===== src/hw/qom_params.svh =====
// Offsets, field positions, reset values and encodings for the match sequencer pair
`ifndef QOM_PARAMS_SVH
`define QOM_PARAMS_SVH

`define TB_W 24
`define CTRL_W 5
`define ADDR_W 9
`define TABLE_DEPTH 8
`define PTR_W 3
`define CNT_W 4

// Routing addresses
`define SEQ_ROUTE_ADDR 9'h077
`define CAP_ROUTE_ADDR 9'h001

// Task configuration word bits
`define CFG_REF_RAM 0
`define CFG_REF_IMMED 1
`define CFG_REF_TRIG 2
`define CFG_CONTINUOUS 4

// Control bits sent with each match time
`define CTRL_UPPER 5'h08
`define CTRL_DRIVE_LOW 5'h01
`define CTRL_DRIVE_HIGH 5'h02

// Sequencer register offsets
`define SEQ_CONFIG_OFS 8'h00
`define SEQ_LOOP_OFS 8'h04
`define SEQ_NMATCH_OFS 8'h08
`define SEQ_REF_OFS 8'h0c
`define SEQ_CTRL_OFS 8'h10
`define SEQ_STATUS_OFS 8'h14
`define SEQ_TIMEBASE_OFS 8'h18
`define SEQ_TABLE_OFS 8'h20
`define SEQ_TABLE_END 8'h3c

// Sequencer control and status fields
`define SEQ_CTRL_EN 0
`define SEQ_STAT_DONE 0
`define SEQ_STAT_BUSY 1

// Output channel register offsets
`define CH_RDADDR_OFS 8'h00
`define CH_OUTEN_REQ_OFS 8'h04
`define CH_ENDIS_REQ_OFS 8'h08
`define CH_GLB_CTRL_OFS 8'h0c
`define CH_OUTEN_STATE_OFS 8'h10
`define CH_ENDIS_STATE_OFS 8'h14
`define CH_STATUS_OFS 8'h18

`define GLB_HOST_TRIG 0
`define FIELD_ENABLE 2'b10
`define FIELD_DISABLE 2'b01

`define RDADDR_RESET 9'h000
`endif


===== src/hw/qom_pkg.sv =====
// Types shared by the match sequencer and the output compare channel
package qom_pkg;
    typedef logic [23:0] time_t;
    typedef logic [4:0] ctrl_t;
    typedef logic [8:0] route_addr_t;
    typedef enum {
        SEQ_IDLE, SEQ_REF, SEQ_TRIG_WAIT, SEQ_FETCH, SEQ_WRITE, SEQ_WAIT_MATCH, SEQ_PASS_END
    } seq_state_t;
endpackage : qom_pkg


===== src/hw/route_link_if.sv =====
// Routing link between the match sequencer and the output compare channel
`timescale 1ns/100ps
interface route_link_if;
    import qom_pkg::*;
    logic wr_valid;
    route_addr_t wr_addr;
    time_t wr_data;
    ctrl_t wr_ctrl;
    logic wr_ready;
    logic rd_req;
    route_addr_t rd_addr;
    logic rd_valid;
    time_t rd_data;
    time_t timebase;

    modport seq_mp (
        output wr_valid,
        output wr_addr,
        output wr_data,
        output wr_ctrl,
        input wr_ready,
        output rd_req,
        output rd_addr,
        input rd_valid,
        input rd_data,
        output timebase
    );

    modport chan_mp (
        input wr_valid,
        input wr_addr,
        input wr_data,
        input wr_ctrl,
        output wr_ready,
        input rd_req,
        input rd_addr,
        output rd_valid,
        output rd_data,
        input timebase
    );
endinterface : route_link_if


===== src/hw/match_sequencer.sv =====
// Queued output match sequencer with timebase zero and APB register file
// Operation
// - Config bits 0,1,2 pick reference mode
// - Bit 4 continuous, else loop count passes
// - Process match count entries per pass
// - Stored reference used only in RAM mode
// - Entry is offset times two plus pin
// - Immediate mode samples timebase zero as reference
// - Trigger mode reads capture address, waits data
// - Write reference plus offset with control bits
// - Control upper bits eight plus one or two
// - Control 0x9 drives low, 0xA high
// - After write, read channel, stall until match
// - Returned match value becomes new reference
// - Loop counter decrements; continuous runs until disabled
// - Pointer advances, restarts each pass
// - Task disables itself when sequence completes
// - Channel read address holds sequencer route address
// - Blocked channel accepts nothing until match read
// - Enable requests copied only on host trigger
// - Software enables fields by writing 0b10
// - Timebase zero is a 24-bit counter
`timescale 1ns/100ps
`include "qom_params.svh"
module match_sequencer (
    input wire logic pclk,
    input wire logic presetn,
    input wire logic psel,
    input wire logic penable,
    input wire logic pwrite,
    input wire logic [7:0] paddr,
    input wire logic [31:0] pwdata,
    output logic [31:0] prdata,
    output logic pready,
    output logic pslverr,
    output logic cap_rd_req,
    input wire logic cap_valid,
    input wire qom_pkg::time_t cap_data,
    route_link_if.seq_mp link
);
    import qom_pkg::*;

    function automatic time_t entry_offset(input time_t entry);
        entry_offset = {1'b0, entry[`TB_W-1:1]};
    endfunction : entry_offset
    function automatic ctrl_t entry_ctrl(input time_t entry);
        entry_ctrl = `CTRL_UPPER + (entry[0] ? `CTRL_DRIVE_HIGH : `CTRL_DRIVE_LOW);
    endfunction : entry_ctrl

    logic [`TB_W-1:0] config_r;
    time_t loop_param_r, nmatch_param_r, ref_param_r, timebase_r, ref_r, loops_r, wr_data_r;
    time_t table_r [`TABLE_DEPTH];
    logic enable_r, done_r, wr_valid_r, rd_req_r, cap_rd_req_r, pready_r, pslverr_r;
    seq_state_t state_r;
    logic [`PTR_W-1:0] ptr_r, table_idx;
    logic [`CNT_W-1:0] left_r, pass_len;
    ctrl_t wr_ctrl_r;
    route_addr_t rd_addr_r;
    logic [31:0] prdata_r, rd_mux;
    logic apb_access, apb_write, mapped, table_hit, finish, stop_req;

    assign apb_access = psel && penable && !pready_r;
    assign apb_write = psel && penable && pready_r && pwrite && !pslverr_r;
    assign table_hit = (paddr >= `SEQ_TABLE_OFS) && (paddr <= `SEQ_TABLE_END)
        && (paddr[1:0] == 2'b00);
    assign table_idx = paddr[`PTR_W+1:2];
    // Entries beyond the table depth are clamped; the table holds only eight
    assign pass_len = (nmatch_param_r > `TABLE_DEPTH) ? `CNT_W'(`TABLE_DEPTH)
        : nmatch_param_r[`CNT_W-1:0];
    assign stop_req = apb_write && (paddr == `SEQ_CTRL_OFS) && !pwdata[`SEQ_CTRL_EN];

    always_comb begin
        mapped = 1'b1;
        rd_mux = 32'h0;
        if (table_hit) begin
            rd_mux = {8'h00, table_r[table_idx]};
        end else begin
            unique case (paddr)
                `SEQ_CONFIG_OFS: rd_mux = {8'h00, config_r};
                `SEQ_LOOP_OFS: rd_mux = {8'h00, loop_param_r};
                `SEQ_NMATCH_OFS: rd_mux = {8'h00, nmatch_param_r};
                `SEQ_REF_OFS: rd_mux = {8'h00, ref_param_r};
                `SEQ_CTRL_OFS: rd_mux = {31'h0, enable_r};
                `SEQ_STATUS_OFS: rd_mux = {30'h0, state_r != SEQ_IDLE, done_r};
                `SEQ_TIMEBASE_OFS: rd_mux = {8'h00, timebase_r};
                default: mapped = 1'b0;
            endcase
        end
    end

    // APB answer one cycle into the access phase
    always_ff @(posedge pclk or negedge presetn) begin
        if (!presetn) begin
            pready_r <= 1'b0;
            pslverr_r <= 1'b0;
            prdata_r <= 32'h0;
        end else begin
            pready_r <= apb_access;
            pslverr_r <= apb_access && !mapped;
            prdata_r <= (apb_access && !pwrite) ? rd_mux : 32'h0;
        end
    end

    always_ff @(posedge pclk or negedge presetn) begin
        if (!presetn) begin
            config_r <= `TB_W'h0;
            loop_param_r <= `TB_W'h0;
            nmatch_param_r <= `TB_W'h0;
            ref_param_r <= `TB_W'h0;
            for (int i = 0; i < `TABLE_DEPTH; i++) begin
                table_r[i] <= `TB_W'h0;
            end
        end else if (apb_write && table_hit) begin
            table_r[table_idx] <= pwdata[`TB_W-1:0];
        end else if (apb_write) begin
            case (paddr)
                `SEQ_CONFIG_OFS: config_r <= pwdata[`TB_W-1:0];
                `SEQ_LOOP_OFS: loop_param_r <= pwdata[`TB_W-1:0];
                `SEQ_NMATCH_OFS: nmatch_param_r <= pwdata[`TB_W-1:0];
                `SEQ_REF_OFS: ref_param_r <= pwdata[`TB_W-1:0];
                default: ;
            endcase
        end
    end

    // Free running timebase; natural 24-bit wrap
    always_ff @(posedge pclk or negedge presetn) begin
        if (!presetn) begin
            timebase_r <= `TB_W'h0;
        end else begin
            timebase_r <= timebase_r + `TB_W'h1;
        end
    end

    // Loop mode end: last entry matched and no passes left
    assign finish = (state_r == SEQ_PASS_END) && !config_r[`CFG_CONTINUOUS]
        && (loops_r <= `TB_W'h1);

    always_ff @(posedge pclk or negedge presetn) begin
        if (!presetn) begin
            enable_r <= 1'b0;
        end else if (finish) begin
            enable_r <= 1'b0;
        end else if (apb_write && paddr == `SEQ_CTRL_OFS) begin
            enable_r <= pwdata[`SEQ_CTRL_EN];
        end
    end

    // Sticky completion flag; set wins over write-one-to-clear
    always_ff @(posedge pclk or negedge presetn) begin
        if (!presetn) begin
            done_r <= 1'b0;
        end else if (finish) begin
            done_r <= 1'b1;
        end else if (apb_write && paddr == `SEQ_STATUS_OFS && pwdata[`SEQ_STAT_DONE]) begin
            done_r <= 1'b0;
        end
    end

    always_ff @(posedge pclk or negedge presetn) begin
        if (!presetn) begin
            state_r <= SEQ_IDLE;
            ref_r <= `TB_W'h0;
            loops_r <= `TB_W'h0;
            ptr_r <= `PTR_W'h0;
            left_r <= `CNT_W'h0;
            wr_valid_r <= 1'b0;
            wr_data_r <= `TB_W'h0;
            wr_ctrl_r <= `CTRL_W'h0;
            rd_req_r <= 1'b0;
            rd_addr_r <= `ADDR_W'h0;
            cap_rd_req_r <= 1'b0;
        end else if (stop_req || (!enable_r && state_r != SEQ_IDLE)) begin
            // Disabling drops any pending routing request at once
            state_r <= SEQ_IDLE;
            wr_valid_r <= 1'b0;
            rd_req_r <= 1'b0;
            cap_rd_req_r <= 1'b0;
        end else begin
            unique case (state_r)
                SEQ_IDLE: begin
                    if (enable_r) begin
                        state_r <= SEQ_REF;
                        loops_r <= loop_param_r;
                    end
                end
                SEQ_REF: begin
                    ptr_r <= `PTR_W'h0;
                    left_r <= pass_len;
                    state_r <= SEQ_FETCH;
                    if (config_r[`CFG_REF_RAM]) begin
                        ref_r <= ref_param_r;
                    end else if (config_r[`CFG_REF_IMMED]) begin
                        ref_r <= timebase_r;
                    end else if (config_r[`CFG_REF_TRIG]) begin
                        cap_rd_req_r <= 1'b1;
                        state_r <= SEQ_TRIG_WAIT;
                    end else begin
                        state_r <= SEQ_PASS_END;
                        loops_r <= `TB_W'h0;
                    end
                end
                SEQ_TRIG_WAIT: begin
                    if (cap_valid) begin
                        ref_r <= cap_data;
                        cap_rd_req_r <= 1'b0;
                        state_r <= SEQ_FETCH;
                    end
                end
                SEQ_FETCH: begin
                    if (left_r == `CNT_W'h0) begin
                        state_r <= SEQ_PASS_END;
                    end else begin
                        wr_data_r <= ref_r + entry_offset(table_r[ptr_r]);
                        wr_ctrl_r <= entry_ctrl(table_r[ptr_r]);
                        wr_valid_r <= 1'b1;
                        state_r <= SEQ_WRITE;
                    end
                end
                SEQ_WRITE: begin
                    if (link.wr_ready) begin
                        wr_valid_r <= 1'b0;
                        rd_req_r <= 1'b1;
                        rd_addr_r <= `SEQ_ROUTE_ADDR;
                        state_r <= SEQ_WAIT_MATCH;
                    end
                end
                SEQ_WAIT_MATCH: begin
                    if (link.rd_valid) begin
                        rd_req_r <= 1'b0;
                        ref_r <= link.rd_data;
                        ptr_r <= ptr_r + `PTR_W'h1;
                        left_r <= left_r - `CNT_W'h1;
                        state_r <= SEQ_FETCH;
                    end
                end
                SEQ_PASS_END: begin
                    // Next pass keeps the last match as its reference
                    if (config_r[`CFG_CONTINUOUS]) begin
                        ptr_r <= `PTR_W'h0;
                        left_r <= pass_len;
                        state_r <= SEQ_FETCH;
                    end else if (loops_r > `TB_W'h1) begin
                        loops_r <= loops_r - `TB_W'h1;
                        ptr_r <= `PTR_W'h0;
                        left_r <= pass_len;
                        state_r <= SEQ_FETCH;
                    end else begin
                        loops_r <= `TB_W'h0;
                        state_r <= SEQ_IDLE;
                    end
                end
            endcase
        end
    end

    assign prdata = prdata_r;
    assign pready = pready_r;
    assign pslverr = pslverr_r;
    assign cap_rd_req = cap_rd_req_r;
    assign link.wr_valid = wr_valid_r;
    assign link.wr_addr = `SEQ_ROUTE_ADDR;
    assign link.wr_data = wr_data_r;
    assign link.wr_ctrl = wr_ctrl_r;
    assign link.rd_req = rd_req_r;
    assign link.rd_addr = rd_addr_r;
    assign link.timebase = timebase_r;
endmodule : match_sequencer


===== src/flat_wrapper.sv =====
// flat-port wrapper written by rule: the top's interface ports become plain ports
module match_sequencer_flat import qom_pkg::*;
  (pclk, presetn, psel, penable, pwrite, paddr, pwdata, prdata, pready, pslverr, cap_rd_req, cap_valid, cap_data, link_wr_valid, link_wr_addr, link_wr_data, link_wr_ctrl, link_wr_ready, link_rd_req, link_rd_addr, link_rd_valid, link_rd_data, link_timebase);
  route_link_if link_i ();
  input wire logic pclk;
  input wire logic presetn;
  input wire logic psel;
  input wire logic penable;
  input wire logic pwrite;
  input wire logic [7:0] paddr;
  input wire logic [31:0] pwdata;
  output logic [31:0] prdata;
  output logic pready;
  output logic pslverr;
  output logic cap_rd_req;
  input wire logic cap_valid;
  input wire qom_pkg::time_t cap_data;
  output wire logic [$bits(link_i.wr_valid)-1:0] link_wr_valid;
  output wire logic [$bits(link_i.wr_addr)-1:0] link_wr_addr;
  output wire logic [$bits(link_i.wr_data)-1:0] link_wr_data;
  output wire logic [$bits(link_i.wr_ctrl)-1:0] link_wr_ctrl;
  input wire logic [$bits(link_i.wr_ready)-1:0] link_wr_ready;
  output wire logic [$bits(link_i.rd_req)-1:0] link_rd_req;
  output wire logic [$bits(link_i.rd_addr)-1:0] link_rd_addr;
  input wire logic [$bits(link_i.rd_valid)-1:0] link_rd_valid;
  input wire logic [$bits(link_i.rd_data)-1:0] link_rd_data;
  output wire logic [$bits(link_i.timebase)-1:0] link_timebase;
  assign link_wr_valid = link_i.wr_valid;
  assign link_wr_addr = link_i.wr_addr;
  assign link_wr_data = link_i.wr_data;
  assign link_wr_ctrl = link_i.wr_ctrl;
  assign link_i.wr_ready = link_wr_ready;
  assign link_rd_req = link_i.rd_req;
  assign link_rd_addr = link_i.rd_addr;
  assign link_i.rd_valid = link_rd_valid;
  assign link_i.rd_data = link_rd_data;
  assign link_timebase = link_i.timebase;
  match_sequencer u_core (.pclk(pclk), .presetn(presetn), .psel(psel), .penable(penable), .pwrite(pwrite), .paddr(paddr), .pwdata(pwdata), .prdata(prdata), .pready(pready), .pslverr(pslverr), .cap_rd_req(cap_rd_req), .cap_valid(cap_valid), .cap_data(cap_data), .link(link_i));
endmodule

===== config.mk =====
export PLATFORM = sky130hd
export DESIGN_NAME = match_sequencer_flat
export DESIGN_NICKNAME = d
export VERILOG_FILES = /design/src/hw/qom_pkg.sv /design/src/hw/route_link_if.sv /design/src/hw/match_sequencer.sv /design/src/flat_wrapper.sv
export VERILOG_INCLUDE_DIRS = /design/src /design/src/hw
export SDC_FILE = /design/constraint.sdc
export NUM_CORES = 1
export LEC_CHECK = 0
export BUFFER_PORTS_ARGS = -buffer_cell sky130_fd_sc_hd__buf_2
export CAP_MARGIN = 20
export CELL_PAD_IN_SITES_DETAIL_PLACEMENT = 1
export CELL_PAD_IN_SITES_GLOBAL_PLACEMENT = 1
export CORE_MARGIN = 3
export CORE_UTILIZATION = 40
export CTS_CLUSTER_DIAMETER = 150
export DETAILED_ROUTE_END_ITERATION = 12
export HOLD_SLACK_MARGIN = 0.05
export PLACE_DENSITY_LB_ADDON = 0.12
export SYNTH_ARGS = -nofsm -noshare
export SYNTH_HDL_FRONTEND = slang
export SYNTH_SLANG_ARGS = --single-unit

===== constraint.sdc =====
create_clock -name pclk -period 4.58 [get_ports pclk]
set_input_delay 1.374 -clock pclk [delete_from_list [all_inputs] [get_ports pclk]]
set_output_delay 1.374 -clock pclk [all_outputs]
set_load 0.02 [all_outputs]

==> metrics <==
first-pass GRT wire length 115,000 um; cell area after synthesis 23,200 um^2; post-place setup slack 535 ps; total number of H-tree levels 2; Synth top cells by count dfrtp_1 (429), mux2_2 (336), o21ai_0 (148); initial antenna violation count 8; Initial DRC Count 1,128; Critical Path RT 5070 ps; Syn Inst Count 1,933; Setup CP Type reg -> reg; vias in the first global route 17.9k; hpwl dp 55,400 um; Final TNS setup 0 ps; Critical Path End Type register; via count 17.0k; core region area 56,900 um^2; Setup crit start kind register; final worst-path cycle share 89.2%; drt drc 0; worst-skew pair later-pin latency 610 ps; Cell Pwr Density 320 nW/um^2; buffers added on ports 173; routability congestion estimate 0.874; area leader, netlist dfrtp_1; post-route minimum period 4080 ps; Min-Delay Startpoint u_core.link.wr_ctrl[0]; drt via density 5.94; cells on worst reg2reg path 10; row count 87; Critical Path AT 4570 ps; gr usage total 25.4%; final hold viol count 0; relative slew slack 31.4%; r2r endpoint u_core.link.wr_data[20]; FFs w/ async S/R, synth 100%; sequential area share after synthesis 46.2%; layout cell share with drive strength beyond 1 38.4%; register area 10,700 um^2; router iterations before antenna repair 6; setup bufs post-CTS 0; crit path max fanout 19; max-cap viol count 0; RSZ-0062 raised after global routing false; CTS Buffer Depth 3; max frequency 245 MHz; grt ovf 0; post-synth cell types 79; cts bufs inserted 50; Final Skew 17.3 ps; placed insts 2,764; Fillers 5,959; clk sinks 429; Synth Warn # 0; worst r2r src u_core.ptr_r[0]; num ports 204; Worst VDD drop 0.242 mV; final setup vio count 0; share of the synthesized area in the top cell type 46.2%; Worst Max-Slew Pin Slew 1030 ps; area growth from synthesis to layout 15.2%; TritonCTS clock tree built; reg2reg setup slack 500 ps; Horiz. Die Dim 247 um; Antenna Nets Post-Route 0; flops & latches, synth 429; status complete, no violations; Initial Utilization 40.8%; Tot Pwr 8.57 mW; die area 61,000 um^2; pin count of the biggest net entering global routing 104; worst hold endpoint u_core.link.wr_ctrl[0]; number of flops mapped to enable cells by yosys 0; Synth area leaders dfrtp_1 (46%), mux2_2 (16%), mux4_2 (9.8%); post-cts hold buffer count 0; root buf cell clkbuf_16; syn avg cell area 12.0 um^2; multi-input combinational cell area 11,700 um^2; routed wire length per instance 27.2 um; most frequent cell after synthesis dfrtp_1; Leak Pwr 12.6 nW; worst hold path type reg -> reg; Clock Pin Slew Worst Setup and Hold Paths 60 ps; worst hold path stage count 2; drt total wl 78,000 um; Final Worst Setup Slack 495 ps; Post-CTS Resized 0; Slew Limit Fails 0; final non-filler cell total 2,862; ys flop type dfrtp_1; Die H 247 um; Nets 2,186
==> layer usage <==
layer,track usage [%],up-vias,wire [um]
li1,-,7461,-
met1,34.3,8942,34300
met2,42.1,461,37200
met3,3.72,137,3840
met4,8.91,4,2670
met5,0,-,20
==> how the worst max path moves through the flow <==
stage	from	end	slack (ps)	depth (start not counted)
global placement	u_core.ptr_r[0]	u_core.link.wr_data[20]	550	10
CTS	u_core.ptr_r[0]	u_core.link.wr_data[20]	520	10
floorplan	u_core.ptr_r[0]	u_core.link.wr_data[20]	610	13
finish	u_core.ptr_r[0]	u_core.link.wr_data[20]	500	10
detailed placement	paddr[1]	u_core.table_r[181]	530	7
global route	u_core.ptr_r[0]	u_core.link.wr_data[23]	300	11
==> sequential cells by signal (all words and copies together), names as in the netlist, 3 cells and up <==
signal	flops
u_core.link.wr_data	24
u_core.left_r	4
u_core.ref_r	24
u_core.loop_param_r	24
u_core.ptr_r	3
u_core.nmatch_param_r	24
u_core.ref_param_r	24
u_core.prdata	24
u_core.table_r	192
u_core.loops_r	24
u_core.config_r	24
u_core.state_r	3
u_core.link.timebase	24
u_core.link.wr_ctrl	3
==> worst max-delay path, stage by stage, from the launching register on <==
cell and delay (ps):
dfrtp_4 720, buf_12 260, mux4_2 510, mux2_2 360, ha_1 410, nor2_1 70, nor2_1 120, o21ai_0 170
o311ai_0 760, a311oi_1 190, a311o_1 350
==> kinds of logic after synthesis <==
family          synth area share, %
flops                          46.2
fa+ha+maj                      1.59
simple gates                   7.76
other cells                  0.0323
xor+xnor                       1.28
compound gates                 10.4
mux                            28.8
buf+inv                        3.91
==> layout by cell type, fill, tap and decap left out, types with 45 or more instances in the layout <==
master	count
o21ai_0	148
mux2_2	336
dfrtp_1	427
nand2_1	145
mux4_2	101
buf_2	171
a21oi_1	45
buf_4	50
nor2_1	55
clkbuf_16	50
a22oi_1	54
==> power breakdown <==
part | leakage, nW | switching [mW] | internal [mW]
clock | 0.885 | 1.69 | 2.60
sequential | 5.95 | 0.0197 | 3.81
combinational | 5.73 | 0.309 | 0.133
==> layout make-up <==
| type | count | share of cell area, % |
|---|---|---|
| sequential | 429 | 40.1 |
| inverter | 26 | 0.364 |
| timing repair buffer | 234 | 5.53 |
| tap | 756 | 3.53 |
| clock inverter | 20 | 1.14 |
| clock buffer | 74 | 5.57 |
| antenna | 3 | 0.0280 |
| multi-input combinational | 1320 | 43.7 |
==> metrics by stage <==
step	utilization, %	hold slack [ps]	area, um^2
after floorplan	-	457	23300
final	47.0	470	26800
after global placement	43.8	451	25000
after CTS	47.0	476	26800
after detailed placement	43.8	462	25000
after global routing	47.0	499	26800
Note: power is estimated with default switching activity, not from simulation.
